[src/rtl/wid_params.svh]
// constants for the wake-up and interrupt dispatch block
`ifndef WID_PARAMS_SVH
`define WID_PARAMS_SVH
// clock period in ns (50 MHz)
`define WID_CLK_NS 20
// oscillator start-up period in ns (16 ms)
`define WID_OSC_STARTUP_NS 16000000
// extra clocks after the oscillator start-up period
`define WID_RC_EXTRA_CYC 8
`define WID_XTAL_EXTRA_CYC 510
// start-up counter width
`define WID_CNT_W 20
// source counts
`define WID_N_PWM 3
`define WID_N_GPT 3
`define WID_N_EXT 10
`define WID_N_PORT 4
`endif

[src/rtl/wid_pkg.sv]
// types shared by the wake-up and interrupt dispatch block
`include "wid_params.svh"
package wid_pkg;

  typedef enum logic [1:0] {
    WID_MODE_NORMAL = 2'b00,
    WID_MODE_GREEN  = 2'b01,
    WID_MODE_IDLE   = 2'b10,
    WID_MODE_SLEEP  = 2'b11
  } wid_mode_t;

  typedef enum logic {
    WID_ST_RUN     = 1'b0,
    WID_ST_STARTUP = 1'b1
  } wid_state_t;

  // one-cycle event strobes from the peripherals
  typedef struct packed {
    logic base_timer;
    logic [`WID_N_PWM-1:0] pwm_period;
    logic [`WID_N_PWM-1:0] pwm_duty;
    logic [`WID_N_GPT-1:0] gp_timer;
    logic watch_timer;
    logic [`WID_N_EXT-1:0] ext_pin;
    logic [`WID_N_PORT-1:0] port_change;
    logic comparator;
    logic converter;
    logic serial_periph;
    logic two_wire;
    logic voltage_detect;
    logic uart_tx_done;
    logic uart_rx_full;
    logic uart_rx_error;
    logic watchdog_timer;
    logic low_volt_reset;
  } wid_evt_t;

  // per-source interrupt masks, 1 lets the interrupt through
  typedef struct packed {
    logic base_timer;
    logic [`WID_N_PWM-1:0] pwm_period;
    logic [`WID_N_PWM-1:0] pwm_duty;
    logic [`WID_N_GPT-1:0] gp_timer;
    logic watch_timer;
    logic [`WID_N_EXT-1:0] ext_pin;
    logic [`WID_N_PORT-1:0] port_change;
    logic comparator;
    logic converter;
    logic serial_periph;
    logic two_wire;
    logic voltage_detect;
    logic uart_tx_done;
    logic uart_rx_full;
    logic uart_rx_error;
  } wid_mask_t;

  // per-source wake enables
  typedef struct packed {
    logic [`WID_N_EXT-1:0] ext_pin;
    logic [`WID_N_PORT-1:0] port_change;
    logic comparator;
    logic converter;
    logic serial_periph;
    logic two_wire;
    logic voltage_detect;
  } wid_wake_t;

  typedef struct packed {
    logic base_timer_counter;
    logic [`WID_N_GPT-1:0] gp_timer_counter;
    logic osc_crystal;
  } wid_cfg_t;

  // request to the core sequencer, at most one bit set
  typedef struct packed {
    logic reset;
    logic vector;
    logic resume;
  } wid_act_t;

endpackage : wid_pkg

[src/rtl/wid_startup_timer.sv]
// start-up delay down-counter for the wake-up path
`timescale 1ns/1ps
`include "wid_params.svh"
module wid_startup_timer #(
  parameter int unsigned CNT_W = `WID_CNT_W
) (
  // clock and reset
  input wire logic clk,
  input wire logic sys_rst,
  input wire logic ce,
  // control
  input wire logic start,
  input wire logic [CNT_W-1:0] load_val,
  // status
  output logic busy,
  output logic done
);

  logic [CNT_W-1:0] cnt_r;

  always_ff @(posedge clk) begin
    if (sys_rst) begin
      cnt_r <= '0;
    end else if (ce) begin
      if (start) begin
        cnt_r <= load_val;
      end else if (cnt_r != '0) begin
        cnt_r <= cnt_r - {{(CNT_W-1){1'b0}}, 1'b1};
      end
    end
  end

  assign busy = (cnt_r != '0);
  // last counted cycle; the owner acts on the edge that ends it
  assign done = (cnt_r == {{(CNT_W-1){1'b0}}, 1'b1});

endmodule : wid_startup_timer

[src/rtl/wid_dispatch.sv]
// wake-up and interrupt dispatch decision logic
// Function
// - enabled event resumes when interrupts off, vectors when on; clear mask blocks interrupt
// - base timer in timer use never wakes from sleep; masked wakes idle, interrupts
// - base timer in counter use with mask wakes sleep and idle, interrupts too
// - pwm period match with mask wakes idle only, interrupts in green and normal
// - pwm duty match with mask wakes idle only, interrupts in green and normal
// - general timers in timer use with mask wake idle, not sleep; interrupt
// - general timers in counter use with mask wake sleep and idle; interrupt
// - watch timer never wakes sleep; idle with interrupts on wakes and vectors
// - external pin wakes only with wake enable; interrupts only with its mask
// - wake enable with clear mask wakes and resumes regardless of interrupt state
// - port change gated by own wake enable and mask; disabled never wakes
// - comparator change wakes with wake enable; interrupts only with its mask
// - converter completion wakes with wake enable; interrupts only with its mask
// - serial slave data wakes with wake enable; interrupts only with its mask
// - voltage detector wakes with wake enable; interrupts only with its mask
// - uart events never wake; interrupt in green and normal only with mask
// - low-voltage reset wakes then resets from low power, resets directly otherwise
// - watchdog time-out wakes then resets from low power, resets directly otherwise
// - wake completes after start-up period plus 8 clocks rc or 510 crystal
`timescale 1ns/1ps
`include "wid_params.svh"
module wid_dispatch #(
  parameter int unsigned OSC_STARTUP_CYC = (`WID_OSC_STARTUP_NS + `WID_CLK_NS - 1) / `WID_CLK_NS,
  parameter int unsigned CNT_W = `WID_CNT_W
) (
  // clock, reset, enable
  input wire logic clk,
  input wire logic sys_rst,
  input wire logic ce,
  // reset pin, active low, asynchronous to clk
  input wire logic rst_pin_n,
  // core state
  input wire wid_pkg::wid_mode_t power_mode,
  input wire logic global_irq_on,
  input wire wid_pkg::wid_cfg_t cfg,
  // peripheral events and gating
  input wire wid_pkg::wid_evt_t evt,
  input wire wid_pkg::wid_wake_t wake_en,
  input wire wid_pkg::wid_mask_t irq_mask,
  // requests to the core sequencer
  output wid_pkg::wid_act_t action,
  output logic wake_done,
  output logic startup_busy
);
  import wid_pkg::*;

  // ==========================================================
  // helpers
  // reset beats vector, vector beats resume
  function automatic wid_act_t pick_act(input logic rst, input logic irq, input logic ev, input logic gon);
    wid_act_t a;
    a = '0;
    if (rst) begin
      a.reset = 1'b1;
    end else if (ev && irq && gon) begin
      a.vector = 1'b1;
    end else if (ev) begin
      a.resume = 1'b1;
    end
    return a;
  endfunction : pick_act

  function automatic wid_act_t merge_act(input wid_act_t a, input wid_act_t b);
    return pick_act(a.reset | b.reset, a.vector | b.vector, |a | |b, 1'b1);
  endfunction : merge_act

  localparam logic [CNT_W-1:0] LOAD_RC = CNT_W'(OSC_STARTUP_CYC + `WID_RC_EXTRA_CYC);
  localparam logic [CNT_W-1:0] LOAD_XTAL = CNT_W'(OSC_STARTUP_CYC + `WID_XTAL_EXTRA_CYC);

  // ==========================================================
  // reset pin synchroniser
  logic pin_meta_r;
  logic pin_sync_r;
  logic pin_prev_r;
  logic pin_fall;

  // only the second stage is read; the first may still be settling
  always_ff @(posedge clk) begin
    if (sys_rst) begin
      pin_meta_r <= 1'b1;
      pin_sync_r <= 1'b1;
      pin_prev_r <= 1'b1;
    end else if (ce) begin
      pin_meta_r <= rst_pin_n;
      pin_sync_r <= pin_meta_r;
      pin_prev_r <= pin_sync_r;
    end
  end

  // one request per press; a held pin does not flood the sequencer
  assign pin_fall = pin_prev_r & ~pin_sync_r;

  // ==========================================================
  // source decode
  logic low_power;
  logic any_reset;
  logic wake_en_hit;
  logic wake_sleep;
  logic wake_idle;
  logic wake_hit;
  logic masked_any;

  assign low_power = (power_mode == WID_MODE_IDLE) || (power_mode == WID_MODE_SLEEP);
  assign any_reset = evt.watchdog_timer | evt.low_volt_reset | pin_fall;

  // wake-enable sources wake without regard to their interrupt mask
  assign wake_en_hit = (|(evt.ext_pin & wake_en.ext_pin))
    | (|(evt.port_change & wake_en.port_change))
    | (evt.comparator & wake_en.comparator)
    | (evt.converter & wake_en.converter)
    | (evt.serial_periph & wake_en.serial_periph)
    | (evt.two_wire & wake_en.two_wire)
    | (evt.voltage_detect & wake_en.voltage_detect);

  // only counters clocked from outside keep running in sleep
  assign wake_sleep = wake_en_hit
    | (evt.base_timer & irq_mask.base_timer & cfg.base_timer_counter)
    | (|(evt.gp_timer & irq_mask.gp_timer & cfg.gp_timer_counter));

  assign wake_idle = wake_sleep
    | (evt.base_timer & irq_mask.base_timer)
    | (|(evt.pwm_period & irq_mask.pwm_period))
    | (|(evt.pwm_duty & irq_mask.pwm_duty))
    | (|(evt.gp_timer & irq_mask.gp_timer))
    | (evt.watch_timer & irq_mask.watch_timer & global_irq_on);

  // uart events appear here only, so they never wake
  assign masked_any = (|(evt[$bits(wid_evt_t)-1 -: $bits(wid_mask_t)] & irq_mask));

  assign wake_hit = (power_mode == WID_MODE_SLEEP) ? wake_sleep : wake_idle;

  // ==========================================================
  // decision state machine
  wid_state_t st_r;
  wid_state_t st_nxt;
  wid_act_t pend_r;
  wid_act_t pend_nxt;
  wid_act_t act_nxt;
  wid_act_t now_act;
  logic done_nxt;
  logic start_tmr;
  logic tmr_done;
  logic [CNT_W-1:0] load_val;

  assign load_val = cfg.osc_crystal ? LOAD_XTAL : LOAD_RC;

  always_comb begin
    st_nxt = st_r;
    pend_nxt = pend_r;
    act_nxt = '0;
    done_nxt = 1'b0;
    start_tmr = 1'b0;
    now_act = '0;
    unique case (st_r)
      WID_ST_RUN: begin
        if (low_power) begin
          now_act = pick_act(any_reset, masked_any, wake_hit, global_irq_on);
          if (|now_act) begin
            st_nxt = WID_ST_STARTUP;
            pend_nxt = now_act;
            start_tmr = 1'b1;
          end
        end else begin
          act_nxt = pick_act(any_reset, masked_any, masked_any, global_irq_on);
        end
      end
      WID_ST_STARTUP: begin
        // events during the start-up wait join the pending request
        pend_nxt = merge_act(pend_r, pick_act(any_reset, masked_any, wake_hit, global_irq_on));
        if (tmr_done) begin
          st_nxt = WID_ST_RUN;
          act_nxt = pend_nxt;
          pend_nxt = '0;
          done_nxt = 1'b1;
        end
      end
    endcase
  end

  always_ff @(posedge clk) begin
    if (sys_rst) begin
      st_r <= WID_ST_RUN;
      pend_r <= '0;
    end else if (ce) begin
      st_r <= st_nxt;
      pend_r <= pend_nxt;
    end
  end

  always_ff @(posedge clk) begin
    if (sys_rst) begin
      action <= '0;
      wake_done <= 1'b0;
    end else if (ce) begin
      action <= act_nxt;
      wake_done <= done_nxt;
    end
  end

  wid_startup_timer #(
    .CNT_W(CNT_W)
  ) u_startup_timer (
    .clk(clk),
    .sys_rst(sys_rst),
    .ce(ce),
    .start(start_tmr),
    .load_val(load_val),
    .busy(),
    .done(tmr_done)
  );

  assign startup_busy = (st_r == WID_ST_STARTUP);

  logic solo;
  logic run_ce;
  logic [CNT_W-1:0] wait_cnt_r;
  logic [CNT_W-1:0] exp_r;

  assign solo = $onehot(evt) && pin_fall == 1'b0;
  assign run_ce = ce && st_r == WID_ST_RUN;

  always_ff @(posedge clk) begin
    if (sys_rst) begin
      wait_cnt_r <= '0;
      exp_r <= '0;
    end else if (ce) begin
      if (start_tmr) begin
        wait_cnt_r <= '0;
        exp_r <= load_val;
      end else if (st_r == WID_ST_STARTUP) begin
        wait_cnt_r <= wait_cnt_r + {{(CNT_W-1){1'b0}}, 1'b1};
      end
    end
  end
endmodule : wid_dispatch

[config.mk]
export PLATFORM = sky130hd
export DESIGN_NAME = wid_dispatch
export DESIGN_NICKNAME = d
export VERILOG_FILES = /design/src/rtl/wid_pkg.sv /design/src/rtl/wid_startup_timer.sv /design/src/rtl/wid_dispatch.sv
export VERILOG_INCLUDE_DIRS = /design/src /design/src/rtl
export SDC_FILE = /design/constraint.sdc
export NUM_CORES = 1
export LEC_CHECK = 0
export ABC_AREA = 1
export BUFFER_PORTS_ARGS = -buffer_cell sky130_fd_sc_hd__buf_4
export CELL_PAD_IN_SITES_DETAIL_PLACEMENT = 0
export CELL_PAD_IN_SITES_GLOBAL_PLACEMENT = 1
export CORE_MARGIN = 8
export CORE_UTILIZATION = 32
export DETAILED_ROUTE_END_ITERATION = 16
export PLACE_DENSITY = 0.88
export SYNTH_ARGS = -nofsm -noshare
export SYNTH_HDL_FRONTEND = slang
export SYNTH_SLANG_ARGS = --single-unit
[constraint.sdc]
create_clock -name clk -period 1.88 [get_ports clk]
set_input_delay 0.188 -clock clk [delete_from_list [all_inputs] [get_ports clk]]
set_output_delay 0.188 -clock clk [all_outputs]
set_load 0.01 [all_outputs]
Word level (Yosys, flattened, before mapping)
Cells that the tools add are included.
{"block": "word_totals", "latch_bits": 0, "input_bits": 99, "mem_bits_ro": 0, "reg_bits": 31, "word_cells": 112, "n_memories": 0, "ram_bits": 0, "output_inout_bits": 5}
{"block": "op_classes", "shifts": 0, "reduce_logical": 19, "n_mux": 38, "n_bitwise": 37, "div": 0, "mul": 0, "add_sub_neg": 1, "eq_ne": 5, "magnitude_cmp": 0}
{"cell": "20-bit two-way mux", "count": 2}
{"cell": "33-bit bitwise AND", "count": 1}
{"cell": "33-bit OR reduction", "count": 1}
{"cell": "1-bit two-way mux", "count": 21}
{"cell": "3-bit OR reduction", "count": 7}
{"cell": "20-bit by 1-bit equality test with 1-bit output (second input constant)", "count": 1}
{"cell": "20-bit nonzero test", "count": 1}
{"cell": "20-bit by 1-bit subtractor with 20-bit output (second input constant)", "count": 1}
{"cell": "1-bit OR", "count": 18}
{"cell": "3-bit two-way mux", "count": 5}
{"cell": "3-bit bitwise AND", "count": 4}
{"cell": "2-bit two-way mux", "count": 6}
{"cell": "3-bit case mux with 2 select lines", "count": 2}
{"cell": "1-bit bitwise AND", "count": 10}
{"cell": "10-bit bitwise AND", "count": 1}
{"cell": "10-bit two-way mux", "count": 1}
{"cell": "10-bit OR reduction", "count": 1}
{"cell": "4-bit bitwise AND", "count": 1}
{"cell": "2-bit equality test (second input constant)", "count": 2}
{"cell": "1-bit logical AND", "count": 4}
{"cell": "2-bit != test (second input constant)", "count": 2}
{"cell": "4-bit OR reduction", "count": 1}
{"cell": "3-bit AND reduction", "count": 1}
{"cell": "1-bit NOT", "count": 2}
{"cell": "other kinds (4)", "count": 4}

Longest topological paths before layout
Gate-level depths: netlist of run 1.
{"block": "depth", "ltp_word": 28, "ltp_mapped": 11, "ltp_nobuf": 11}

Hierarchy
From an unflattened synthesis of run 1, not the netlist that was laid out.
{"block": "hier_totals", "cells_unflattened": 475, "area_unflattened_um2": 2643.8}
{"module": "wid_startup_timer", "area_each_um2": 1576.5, "cells_per_inst": 269, "instances": 1, "seq_area_each_um2": 400.4}
{"module": "wid_dispatch", "area_each_um2": 1067.3, "cells_per_inst": 206, "instances": 1, "seq_area_each_um2": 220.2}

Worst setup path after synthesis of run 1
OpenSTA, ideal clock, no wires.
{"block": "synth_path", "kind": "flip-flop to flip-flop", "start": "reg u_startup_timer.cnt_r[0]", "end": "reg u_startup_timer.cnt_r[3]", "synth_period_minus_slack_ns": 1.675, "path_stages_with_launch": 12, "path_buffers": 1, "t_arrival_ns": 1.549, "setup_time_ns": 0.126, "required_time_ns": 1.754, "slack_ns": 0.205, "cell_sequence": "dfxtp_1 inv_1 ha_1 nand2_4 nor2_4 and2_4 nand2_4 nand2_8 buf_12 nor2_4 xnor2_1 a21oi_1"}
{"block": "synth_between", "elab_chain_len": 3}
{"element": "start, declared", "line_no": "wid_startup_timer.sv:19", "rtl": "logic [CNT_W-1:0] cnt_r;"}
{"element": "start signal, assigned", "line_no": "wid_startup_timer.sv:26", "rtl": "cnt_r <= load_val;"}
{"element": "start signal, assigned", "line_no": "wid_startup_timer.sv:28", "rtl": "cnt_r <= cnt_r - {{(CNT_W-1){1'b0}}, 1'b1};"}
{"element": "20-bit by 1-bit subtractor with 20-bit output / 20-bit nonzero test (equally long branches)"}
{"element": "20-bit two-way mux / 2-bit nonzero test (equally long branches)"}
{"element": "20-bit two-way mux / 2-bit AND reduction (equally long branches)"}
Parallel ways exist; a longest one is shown, timed or not. The select of a mux whose other input is x is not followed.
A chain may end at the register's enable or synchronous reset.

Worst setup path after layout of run 1
{"block": "layout_path", "start": "reg u_startup_timer.cnt_r[0]", "end": "reg u_startup_timer.cnt_r[13]"}
Same word-level chain as after synthesis.

==> impl_metrics.toml, run 1 <==
[outcome]
status = "finished, final reports clean"

[global_routing]
grt_max_degree = 20
grt_overflow = 0
track_usage = 0.156
antenna_found_initial = 0
grt_pass1_vias = 2978
grt_pass1_wl_microns = 14300

[critical_path]
critical_path.max_fanout = 13
cp.required_ps = 2100
cp_common_cell = "nand2_4"
crit_family = "simple AND/OR/NAND/NOR gates"
end_kind = "flop"
r2r_start = "u_startup_timer.cnt_r[0]"
critical_path.max_stage_delay_ps = 350
cp_slowest_cell = "dfxtp_1"
reg2reg_depth = 10
path_buf_inv = 2
cp_cell_sequence = "inv_2, ha_2, nand2_4, nor2_4, and2_4, nand2_4, nand2_8, buf_4, nand3_1, a21oi_1"
arrival_ps = 1950
rrSetupSlack_ps = 150
crit_type = "flop to flop"
critPathLaunchType = "flop"
timing.rr.end = "u_startup_timer.cnt_r[13]"

[die]
start_util = 0.330
dieArea_sq_um = 11100
fp.dieW_microns = 105
die_h_microns = 105
rows = 32
core_area_sq_um = 7730
io-pin-count = 104

[synth]
syn-num-nets = 540
synth_area_sq_um = 2550
synth_cell_types = 32
avgSynthCellArea_sq_um = 5.81
synth-seq-cells = 31
synth_warnings = 0
synth_seq_area_share = 0.243
netlist_instances = 439

[timing]
finalSetupViolCount = 0
finalCriticalPeriod_ps = 1730
hold_viol = 0
fmax_ghz = 0.576
tightest_slew_ps = 535
skew_ps = 5.65
maxSlewViolCount = 0
fin_crit_sh = 0.923
timing.slew.headroom = 0.643
finalWorstSetupSlack_ps = 145
grt_setup_unrepaired = "false"

[final_layout]
layout_common_cells = "150 x nand2_1, 108 x buf_4, 76 x nor2_1"
final_cell_count_no_fill = 647
fin_area_sq_um = 3540
diodes = 0
final_common_cell = "nand2_1"
final_util = 0.458
final_nets = 645
drive_above_1_share = 0.255
syn_to_final_growth_pct = 38.7

[power_and_ir_drop]
leakagePower_nw = 1.87
swShare = 0.343
combPwrFrac = 0.362
switchingPower_mw = 0.792
internal_power_mw = 1.52
p_total_mw = 2.31
power_density_nw_per_um2 = 653
clkPwrFrac = 0.303
seq_power_share = 0.335
peakVddDrop_mv = 0.292

[clocking]
cts.path.max_buffers = 2
ctsHtreeMaxLevel = 2
clkTransAtPathRegs_ps = 70
clk_latency_ps = 290
cts_tree = "done"
cts.sinks = 31
numCtsBuffers = 5
cts_root_buf = "clkbuf_8"

[detailed_routing]
via_count = 3043
drtIter0Drc = 101
viasPerCell = 4.70
drc_errors = 0
dr.pass1.iters = 4
ant_nets = 0
wire_per_inst_microns = 13.6
drt_wl_total_microns = 8800

[job]
cap_viol_max_count = 0

[placement]
io_buffer_count = 103
placed_cell_area_sq_um = 3410
dp_hpwl_microns = 7190
gp_congestion = 0.904
placed_cells = 639
place_worst_setup_slack_ps = -5.06

[min_path]
hold_depth = 3
min_to = "pin_meta_r"
hp-start = "rst_pin_n"
holdCritPathClass = "input pin to flop"
[state kept, by name, indices dropped and copies added (netlist names)]
register and count:
action 3, pend_r 3, pin_meta_r 1, pin_prev_r 1
pin_sync_r 1, startup_busy 1, u_startup_timer.cnt_r 20, wake_done 1
[cell families after synthesis]
kind of cell,Yosys count,share of synthesized area
flip-flops,31,0.243
adder cells (fa/ha/maj),2,0.00981
XOR/XNOR,11,0.0378
AO/OA/AOI/OAI,34,0.0682
buffers and inverters,50,0.0912
AND/OR/NAND/NOR,311,0.550
[worst max-delay path by stage]
| stage | from | end | slack (ps) | cells after the start |
|---|---|---|---|---|
| floorplan | u_startup_timer.cnt_r[0] | u_startup_timer.cnt_r[3] | 210 | 11 |
| global placement | u_startup_timer.cnt_r[0] | u_startup_timer.cnt_r[8] | 70 | 11 |
| detailed placement | u_startup_timer.cnt_r[0] | u_startup_timer.cnt_r[6] | -5 | 11 |
| CTS | u_startup_timer.cnt_r[0] | u_startup_timer.cnt_r[6] | 30 | 11 |
| global route | u_startup_timer.cnt_r[0] | u_startup_timer.cnt_r[15] | 10 | 10 |
| finish | u_startup_timer.cnt_r[0] | u_startup_timer.cnt_r[13] | 150 | 10 |
[final cells by class]
| cell class | count | area, sq um |
|---|---|---|
| well taps | 102 | 128 |
| multi-input cells | 358 | 1710 |
| clock inverters | 2 | 35.0 |
| flip-flops and latches | 31 | 621 |
| repair buffers | 108 | 811 |
| fillers | 824 | 4190 |
| clock buffers | 6 | 82.6 |
| inverters | 40 | 155 |
[cells in the mapped netlist]
master / n / area share
a21oi_1: 22 / 0.043
a41oi_1: 1 / 0.0034
and2_4: 1 / 0.0034
buf_12: 1 / 0.0078
buf_2: 1 / 0.0020
buf_4: 2 / 0.0059
buf_6: 1 / 0.0044
buf_8: 1 / 0.0059
clkbuf_1: 4 / 0.0059
clkinv_2: 1 / 0.0020
dfxtp_1: 31 / 0.24
ha_1: 2 / 0.0098
inv_1: 39 / 0.057
nand2_1: 150 / 0.22
nand2_2: 3 / 0.0074
nand2_4: 2 / 0.0088
nand2_8: 1 / 0.0078
nand3_1: 44 / 0.086
nand3_4: 2 / 0.014
nand3b_1: 4 / 0.012
nand4_1: 12 / 0.029
nand4_2: 1 / 0.0049
nor2_1: 77 / 0.11
nor2_2: 2 / 0.0049
nor2_4: 3 / 0.013
nor3_1: 4 / 0.0078
nor3_4: 1 / 0.0064
o21ai_0: 11 / 0.022
or2_0: 1 / 0.0025
or2_2: 3 / 0.0074
xnor2_1: 1 / 0.0034
xor2_1: 10 / 0.034
[metrics by stage]
step,TNS (ps),hold WS [ps]
2_1_floorplan,0,314
3_3_place_gp,0,405
3_5_place_dp,-6.67,416
4_1_cts,0,113
5_1_grt,0,149
6_report,0,117
[power groups by stage]
stage               Sequential [mW]  Clock (mW)  Combinational, mW
global placement              0.787           0              0.821
floorplan                     0.773           0              0.546
detailed placement            0.788           0              0.827
CTS                           0.774       0.714              0.834
finish                        0.774       0.701              0.838
global route                  0.782       0.744              0.949
[layer usage]
metal	track usage	wire, microns	vias up
met5	0	0	-
met4	0.0326	55	0
met3	0.0329	373	5
met2	0.290	4620	60
met1	0.176	3760	1377
li1	-	-	1601
[timing repair]
item / CTS / global route
resized for setup: 1 / 4
endpoints found under the setup margin: 6 / 13
hold buffers: 0 / 0
setup buffers: 0 / 0
[tightest hold or removal path: stages]
cell	delay [ps]
buf_4	80
nand2_1	40
nand3_1	70
Power figures use the tool's default switching activity.
==> run 2: changes to the inputs <==
--- a/config.mk
+++ b/config.mk
@@ -6,7 +6,7 @@
 export SDC_FILE = /design/constraint.sdc
 export NUM_CORES = 1
 export LEC_CHECK = 0
-export ABC_AREA = 1
+export ABC_AREA = 0
 export BUFFER_PORTS_ARGS = -buffer_cell sky130_fd_sc_hd__buf_4
 export CELL_PAD_IN_SITES_DETAIL_PLACEMENT = 0
 export CELL_PAD_IN_SITES_GLOBAL_PLACEMENT = 1
==> run 2 against run 1 <==
  * Critical endpoint is now u_startup_timer.cnt_r[5]
  * Final cell count is 23% lower
  * Clock power shrank 18%
  * The flow now finishes with violations (setup timing)
  * Utilization increased by 12 points
  * Synthesized area down 19%
  * Combinational power is 52% higher
  * Largest cell class unchanged
  * Critical path depth is 3 lower
  * Critical path type unchanged
==> impl_metrics.toml, run 2 <==
[placement]
gp_congestion = 0.847
dp_hpwl_microns = 6420
placed_cell_area_sq_um = 3330
io_buffer_count = 103
placed_cells = 485

[detailed_routing]
dr.pass1.iters = 4
drc_errors = 0
drtIter0Drc = 90
drt_wl_total_microns = 7870
ant_nets = 0
via_count = 2619
viasPerCell = 5.25
wire_per_inst_microns = 15.8

[clocking]
clkTransAtPathRegs_ps = 70
ctsHtreeMaxLevel = 2
cts.path.max_buffers = 2
cts_hold_buf = 0
cts.sinks = 31
cts_root_buf = "clkbuf_8"
numCtsBuffers = 5
cts_tree = "done"
clk_latency_ps = 280

[die]
die_h_microns = 96.3
start_util = 0.328
dieArea_sq_um = 9270
rows = 29
io-pin-count = 104
core_area_sq_um = 6280
fp.dieW_microns = 96.3

[global_routing]
met1_usage = 0.210
grtUsageMet2 = 0.306
grt_pass1_wl_microns = 12800
antenna_found_initial = 0
grt_pass1_vias = 2701
grt_max_degree = 24
met3_usage = 0.0343
grt_overflow = 0
grt-busiest-layer = "met2"
track_usage = 0.175

[final_layout]
largest_reg_flops = 20
final_cell_count_no_fill = 499
multi_input_area_sq_um = 1460
final_util = 0.573
syn_to_final_growth_pct = 74.5
final_common_cell = "buf_4"
n_fill_cell = 557
diodes = 0
layout_common_cells = "160 x buf_4, 29 x dfxtp_1, 23 x a22oi_1"
drive_above_1_share = 0.493
top_regs = "u_startup_timer.cnt_r: 20 flops, action: 3 flops, pend_r: 3 flops"
final_nets = 522
fin_area_sq_um = 3600
ff_latch_area_sq_um = 623
top_register = "u_startup_timer.cnt_r"

[critical_path]
critical_path.max_fanout = 4
cp-startpoint = "u_startup_timer.cnt_r[14]"
cp.required_ps = 2080
r2r_start = "u_startup_timer.cnt_r[14]"
crit_type = "flop to flop"
arrival_ps = 2360
rrSetupSlack_ps = -290
critPathLaunchType = "flop"
crit_end = "u_startup_timer.cnt_r[5]"
end_kind = "flop"
timing.rr.end = "u_startup_timer.cnt_r[5]"
reg2reg_depth = 7

[synth]
syn-num-nets = 357
synth_async_sr_flop_share = 0
synthFlopType = "dfxtp_1"
netlist_instances = 256
avgSynthCellArea_sq_um = 8.05
synth-seq-cells = 31
synth.most_common_cell = "dfxtp_1"
yosys.area.top_type = "dfxtp_1"
synth_cell_types = 55
synth_top_area_frac = 0.301
synth_edf_count = 0
synthTopCellsByCount = "31 x dfxtp_1, 24 x nor2_1, 23 x a22oi_1"
synth_area_leaders = "dfxtp_1 30%, a22oi_1 8.4%, a21oi_1 5.3%, nor2_1 4.4%, o32ai_2 3.9%"
synth_warnings = 0
synth_area_sq_um = 2060
synth_seq_area_share = 0.301

[timing]
fmax_ghz = 0.462
timing.slew.headroom = 0.703
skew_ps = 8.51
finalCriticalPeriod_ps = 2170
hold_viol = 0
tightest_slew_ps = 446
maxSlewViolCount = 0
finalSetupViolCount = 28
setup-tns-final_ps = -5140
grt_setup_unrepaired = "true"
finalWorstSetupSlack_ps = -285
fin_crit_sh = 1.15

[power_and_ir_drop]
seq_power_share = 0.303
clkPwrFrac = 0.218
swShare = 0.335
power_density_nw_per_um2 = 735
leakagePower_nw = 1.60
combPwrFrac = 0.479
switchingPower_mw = 0.886
peakVddDrop_mv = 0.513
p_total_mw = 2.64
internal_power_mw = 1.76

[outcome]
status = "complete, but fails checks"
violations = "setup timing"

[job]
cap_viol_max_count = 0

[min_path]
holdCritPathClass = "input pin to flop"
run 2: changes by cell type in the layout (fill, tap and decap cells not counted), sizes merged, moves of 7 or more:
| cell | before | now |
|---|---|---|
| a22oi | 0 | 23 |
| a31oi | 0 | 7 |
| buf | 108 | 166 |
| inv | 39 | 13 |
| nand2 | 156 | 20 |
| nand3 | 46 | 12 |
| nand4 | 13 | 6 |
| nor2 | 82 | 24 |
| or3 | 0 | 8 |
| xor2 | 10 | 1 |
run 2: layout make-up:
type	instances	area share
Sequential cell	31	0.173
Tap cell	77	0.0268
Multi-Input combinational cell	204	0.406
Timing Repair Buffer	166	0.353
Clock buffer	8	0.0278
Inverter	13	0.0136
run 2: repair_timing:
item                                    in CTS  in global routing
endpoints found under the setup margin      23                 28
pin swaps                                   12                  8
setup buffers                                5                  2
resized for setup                           15                 12
run 2: logic make-up after synthesis:
kind of cell / synth area share
AND/OR/NAND/NOR: 0.286
AO/OA/AOI/OAI: 0.331
flip-flops: 0.301
buffers and inverters: 0.0431
XOR/XNOR: 0.0170
multiplexers: 0.00971
adder cells (fa/ha/maj): 0.0121
run 2: how the worst min path moves through the flow:
| stage | start | endpoint | slack [ps] | cells past startpoint |
|---|---|---|---|---|
| after floorplan | sys_rst | u_startup_timer.cnt_r[12] | 260 | 1 |
| after global placement | rst_pin_n | pin_meta_r | 410 | 3 |
| after detailed placement | rst_pin_n | pin_meta_r | 420 | 3 |
| after CTS | rst_pin_n | pin_meta_r | 130 | 3 |
| after global routing | rst_pin_n | pin_meta_r | 140 | 3 |
| final | rst_pin_n | pin_meta_r | 130 | 3 |
run 2: critical path, cell delays in order, from the launching register on:
cell	delay (ps)
dfxtp_2	320
or4_4	520
nand2b_4	180
o41ai_4	330
a21boi_4	330
buf_6	160
a21oi_2	40
o32ai_2	200
run 2: power groups by stage:
stage	registers [mW]	logic (mW)	clock network, mW
floorplan	0.818	0.582	0
global placement	0.805	1.12	0
detailed placement	0.807	1.14	0
CTS	0.800	1.20	0.588
global route	0.811	1.38	0.622
finish	0.801	1.27	0.577
run 2: per-stage QoR:
| step | hold slack [ps] | setup WS [ps] |
|---|---|---|
| after floorplan | 257 | -250 |
| after global placement | 408 | -247 |
| after detailed placement | 421 | -318 |
| after CTS | 128 | -220 |
| after global routing | 137 | -359 |
| final | 132 | -285 |
run 2: per-layer routing:
layer  part of all wire  vias up
met5                  0        -
met4              0.015        0
met3              0.034       10
met2               0.52       57
met1               0.43     1224
li1                   -     1328
==> run 3: changes to the inputs <==
--- a/config.mk
+++ b/config.mk
@@ -14,6 +14,7 @@
 export CORE_UTILIZATION = 32
 export DETAILED_ROUTE_END_ITERATION = 16
 export PLACE_DENSITY = 0.88
+export SKIP_LAST_GASP = 1
 export SYNTH_ARGS = -nofsm -noshare
 export SYNTH_HDL_FRONTEND = slang
 export SYNTH_SLANG_ARGS = --single-unit
==> run 3 against run 2 <==
  * The run still ends with setup timing left
  * First-iteration DRC count rose by 36%
  * Sequential share of layout area rose by 0.12 points
  * Critical path depth did not move
  * Worst hold slack improved by 0.85 ps
  * Largest cell class unchanged
==> impl_metrics.toml, run 3 (synthesized netlist as in run 2, its figures left out) <==
[critical_path]
critical_path.max_fanout = 4
crit_type = "flop to flop"
crit_end = "u_startup_timer.cnt_r[5]"
cp.required_ps = 2080
timing.rr.end = "u_startup_timer.cnt_r[5]"
r2r_start = "u_startup_timer.cnt_r[14]"
end_kind = "flop"
cp-startpoint = "u_startup_timer.cnt_r[14]"
rrSetupSlack_ps = -270
critPathLaunchType = "flop"
arrival_ps = 2350
reg2reg_depth = 7

[timing]
hold_viol = 0
maxSlewViolCount = 0
finalCriticalPeriod_ps = 2150
finalSetupViolCount = 28
finalWorstSetupSlack_ps = -271
tightest_slew_ps = 446
fin_crit_sh = 1.14
timing.slew.headroom = 0.703
skew_ps = 6.87
whs_ps = 133
fmax_ghz = 0.465
grt_setup_unrepaired = "true"

[detailed_routing]
dr.pass1.iters = 4
drtIter0Drc = 122
via_count = 2611
wire_per_inst_microns = 15.7
drt_wl_total_microns = 7820
viasPerCell = 5.23
drc_errors = 0
ant_nets = 0

[min_path]
holdCritPathClass = "input pin to flop"
hold_depth = 3

[clocking]
clk_latency_ps = 280
numCtsBuffers = 5
cts_hold_buf = 0
ctsHtreeMaxLevel = 2
cts.path.max_buffers = 2
cts.sinks = 31
cts_tree = "done"
clkTransAtPathRegs_ps = 70
cts_root_buf = "clkbuf_8"

[placement]
place_worst_setup_slack_ps = -318
dp_hpwl_microns = 6420
gp_congestion = 0.847
io_buffer_count = 103

[final_layout]
layout_common_cells = "161 x buf_4, 29 x dfxtp_1, 23 x a22oi_1"
n_fill_cell = 564
ff_latch_area_sq_um = 623
top_register = "u_startup_timer.cnt_r"
syn_to_final_growth_pct = 73.3
drive_above_1_share = 0.486
top_regs = "u_startup_timer.cnt_r: 20 flops, action: 3 flops, pend_r: 3 flops"
final_nets = 522
diodes = 0
multi_input_area_sq_um = 1440
largest_reg_flops = 20
final_common_cell = "buf_4"

[power_and_ir_drop]
peakVddDrop_mv = 0.509
leakagePower_nw = 1.60
power_density_nw_per_um2 = 733

[job]
cap_viol_max_count = 0

[die]
io-pin-count = 104
core_area_sq_um = 6280
dieArea_sq_um = 9270
rows = 29
die_h_microns = 96.3
fp.dieW_microns = 96.3
start_util = 0.328

[global_routing]
grt_max_degree = 24
grt_pass1_vias = 2698
antenna_found_initial = 0
grt_overflow = 0
track_usage = 0.174
grt_pass1_wl_microns = 12700

[outcome]
status = "complete, but fails checks"
violations = "setup timing"
==> run 3: area by class of cell <==
type | instances | share of cell area
multi-input combinational | 204 | 0.403
timing repair buffer | 166 | 0.354
sequential | 31 | 0.174
clock buffer | 8 | 0.0280
tap | 77 | 0.0270
inverter | 13 | 0.0137
==> run 3: repair_timing <==
item | CTS | global route
setup buffers | 5 | 2
pin swaps | 10 | 10
setup endpoints to repair | 23 | 28
gates resized for setup | 12 | 10
==> run 3: report_power, final <==
| group | internal, mW | switching (mW) | total, mW |
|---|---|---|---|
| sequential | 0.740 | 0.0609 | 0.801 |
| clock | 0.334 | 0.240 | 0.574 |
| combinational | 0.676 | 0.568 | 1.24 |
==> run 3: per-stage QoR <==
stage               power [mW]  instance area (sq um)  TNS [ps]  cells   util
floorplan                 1.40                   2080     -3660    256      -
global placement          1.93                   3330     -4580    485  0.531
CTS                       2.58                   3520     -3930    497  0.560
global route              2.79                   3570     -7670    499  0.569
finish                    2.62                   3570     -5100    499  0.569
detailed placement        1.95                   3330     -5520    485  0.531
==> run 3: how the worst min path moves through the flow <==
stage	from	endpoint	slack, ps
floorplan	sys_rst	u_startup_timer.cnt_r[12]	260
global placement	rst_pin_n	pin_meta_r	410
global route	rst_pin_n	pin_meta_r	140
finish	rst_pin_n	pin_meta_r	130
CTS	rst_pin_n	pin_meta_r	130
detailed placement	rst_pin_n	pin_meta_r	420
==> run 3: per-layer routing <==
layer	vias to the layer above	GRT usage	routed length, microns
li1	1331	-	-
met1	1208	0.209	3350
met2	59	0.305	4060
met3	13	0.0343	282
met4	0	0.0538	127
met5	-	0	0
==> run 3: critical path: stages, from the launching register on <==
cell and delay (ps):
dfxtp_2 320, or4_4 520, nand2b_4 180, o41ai_4 330, a21boi_4 330, buf_6 140
a21oi_1 40, o32ai_2 200
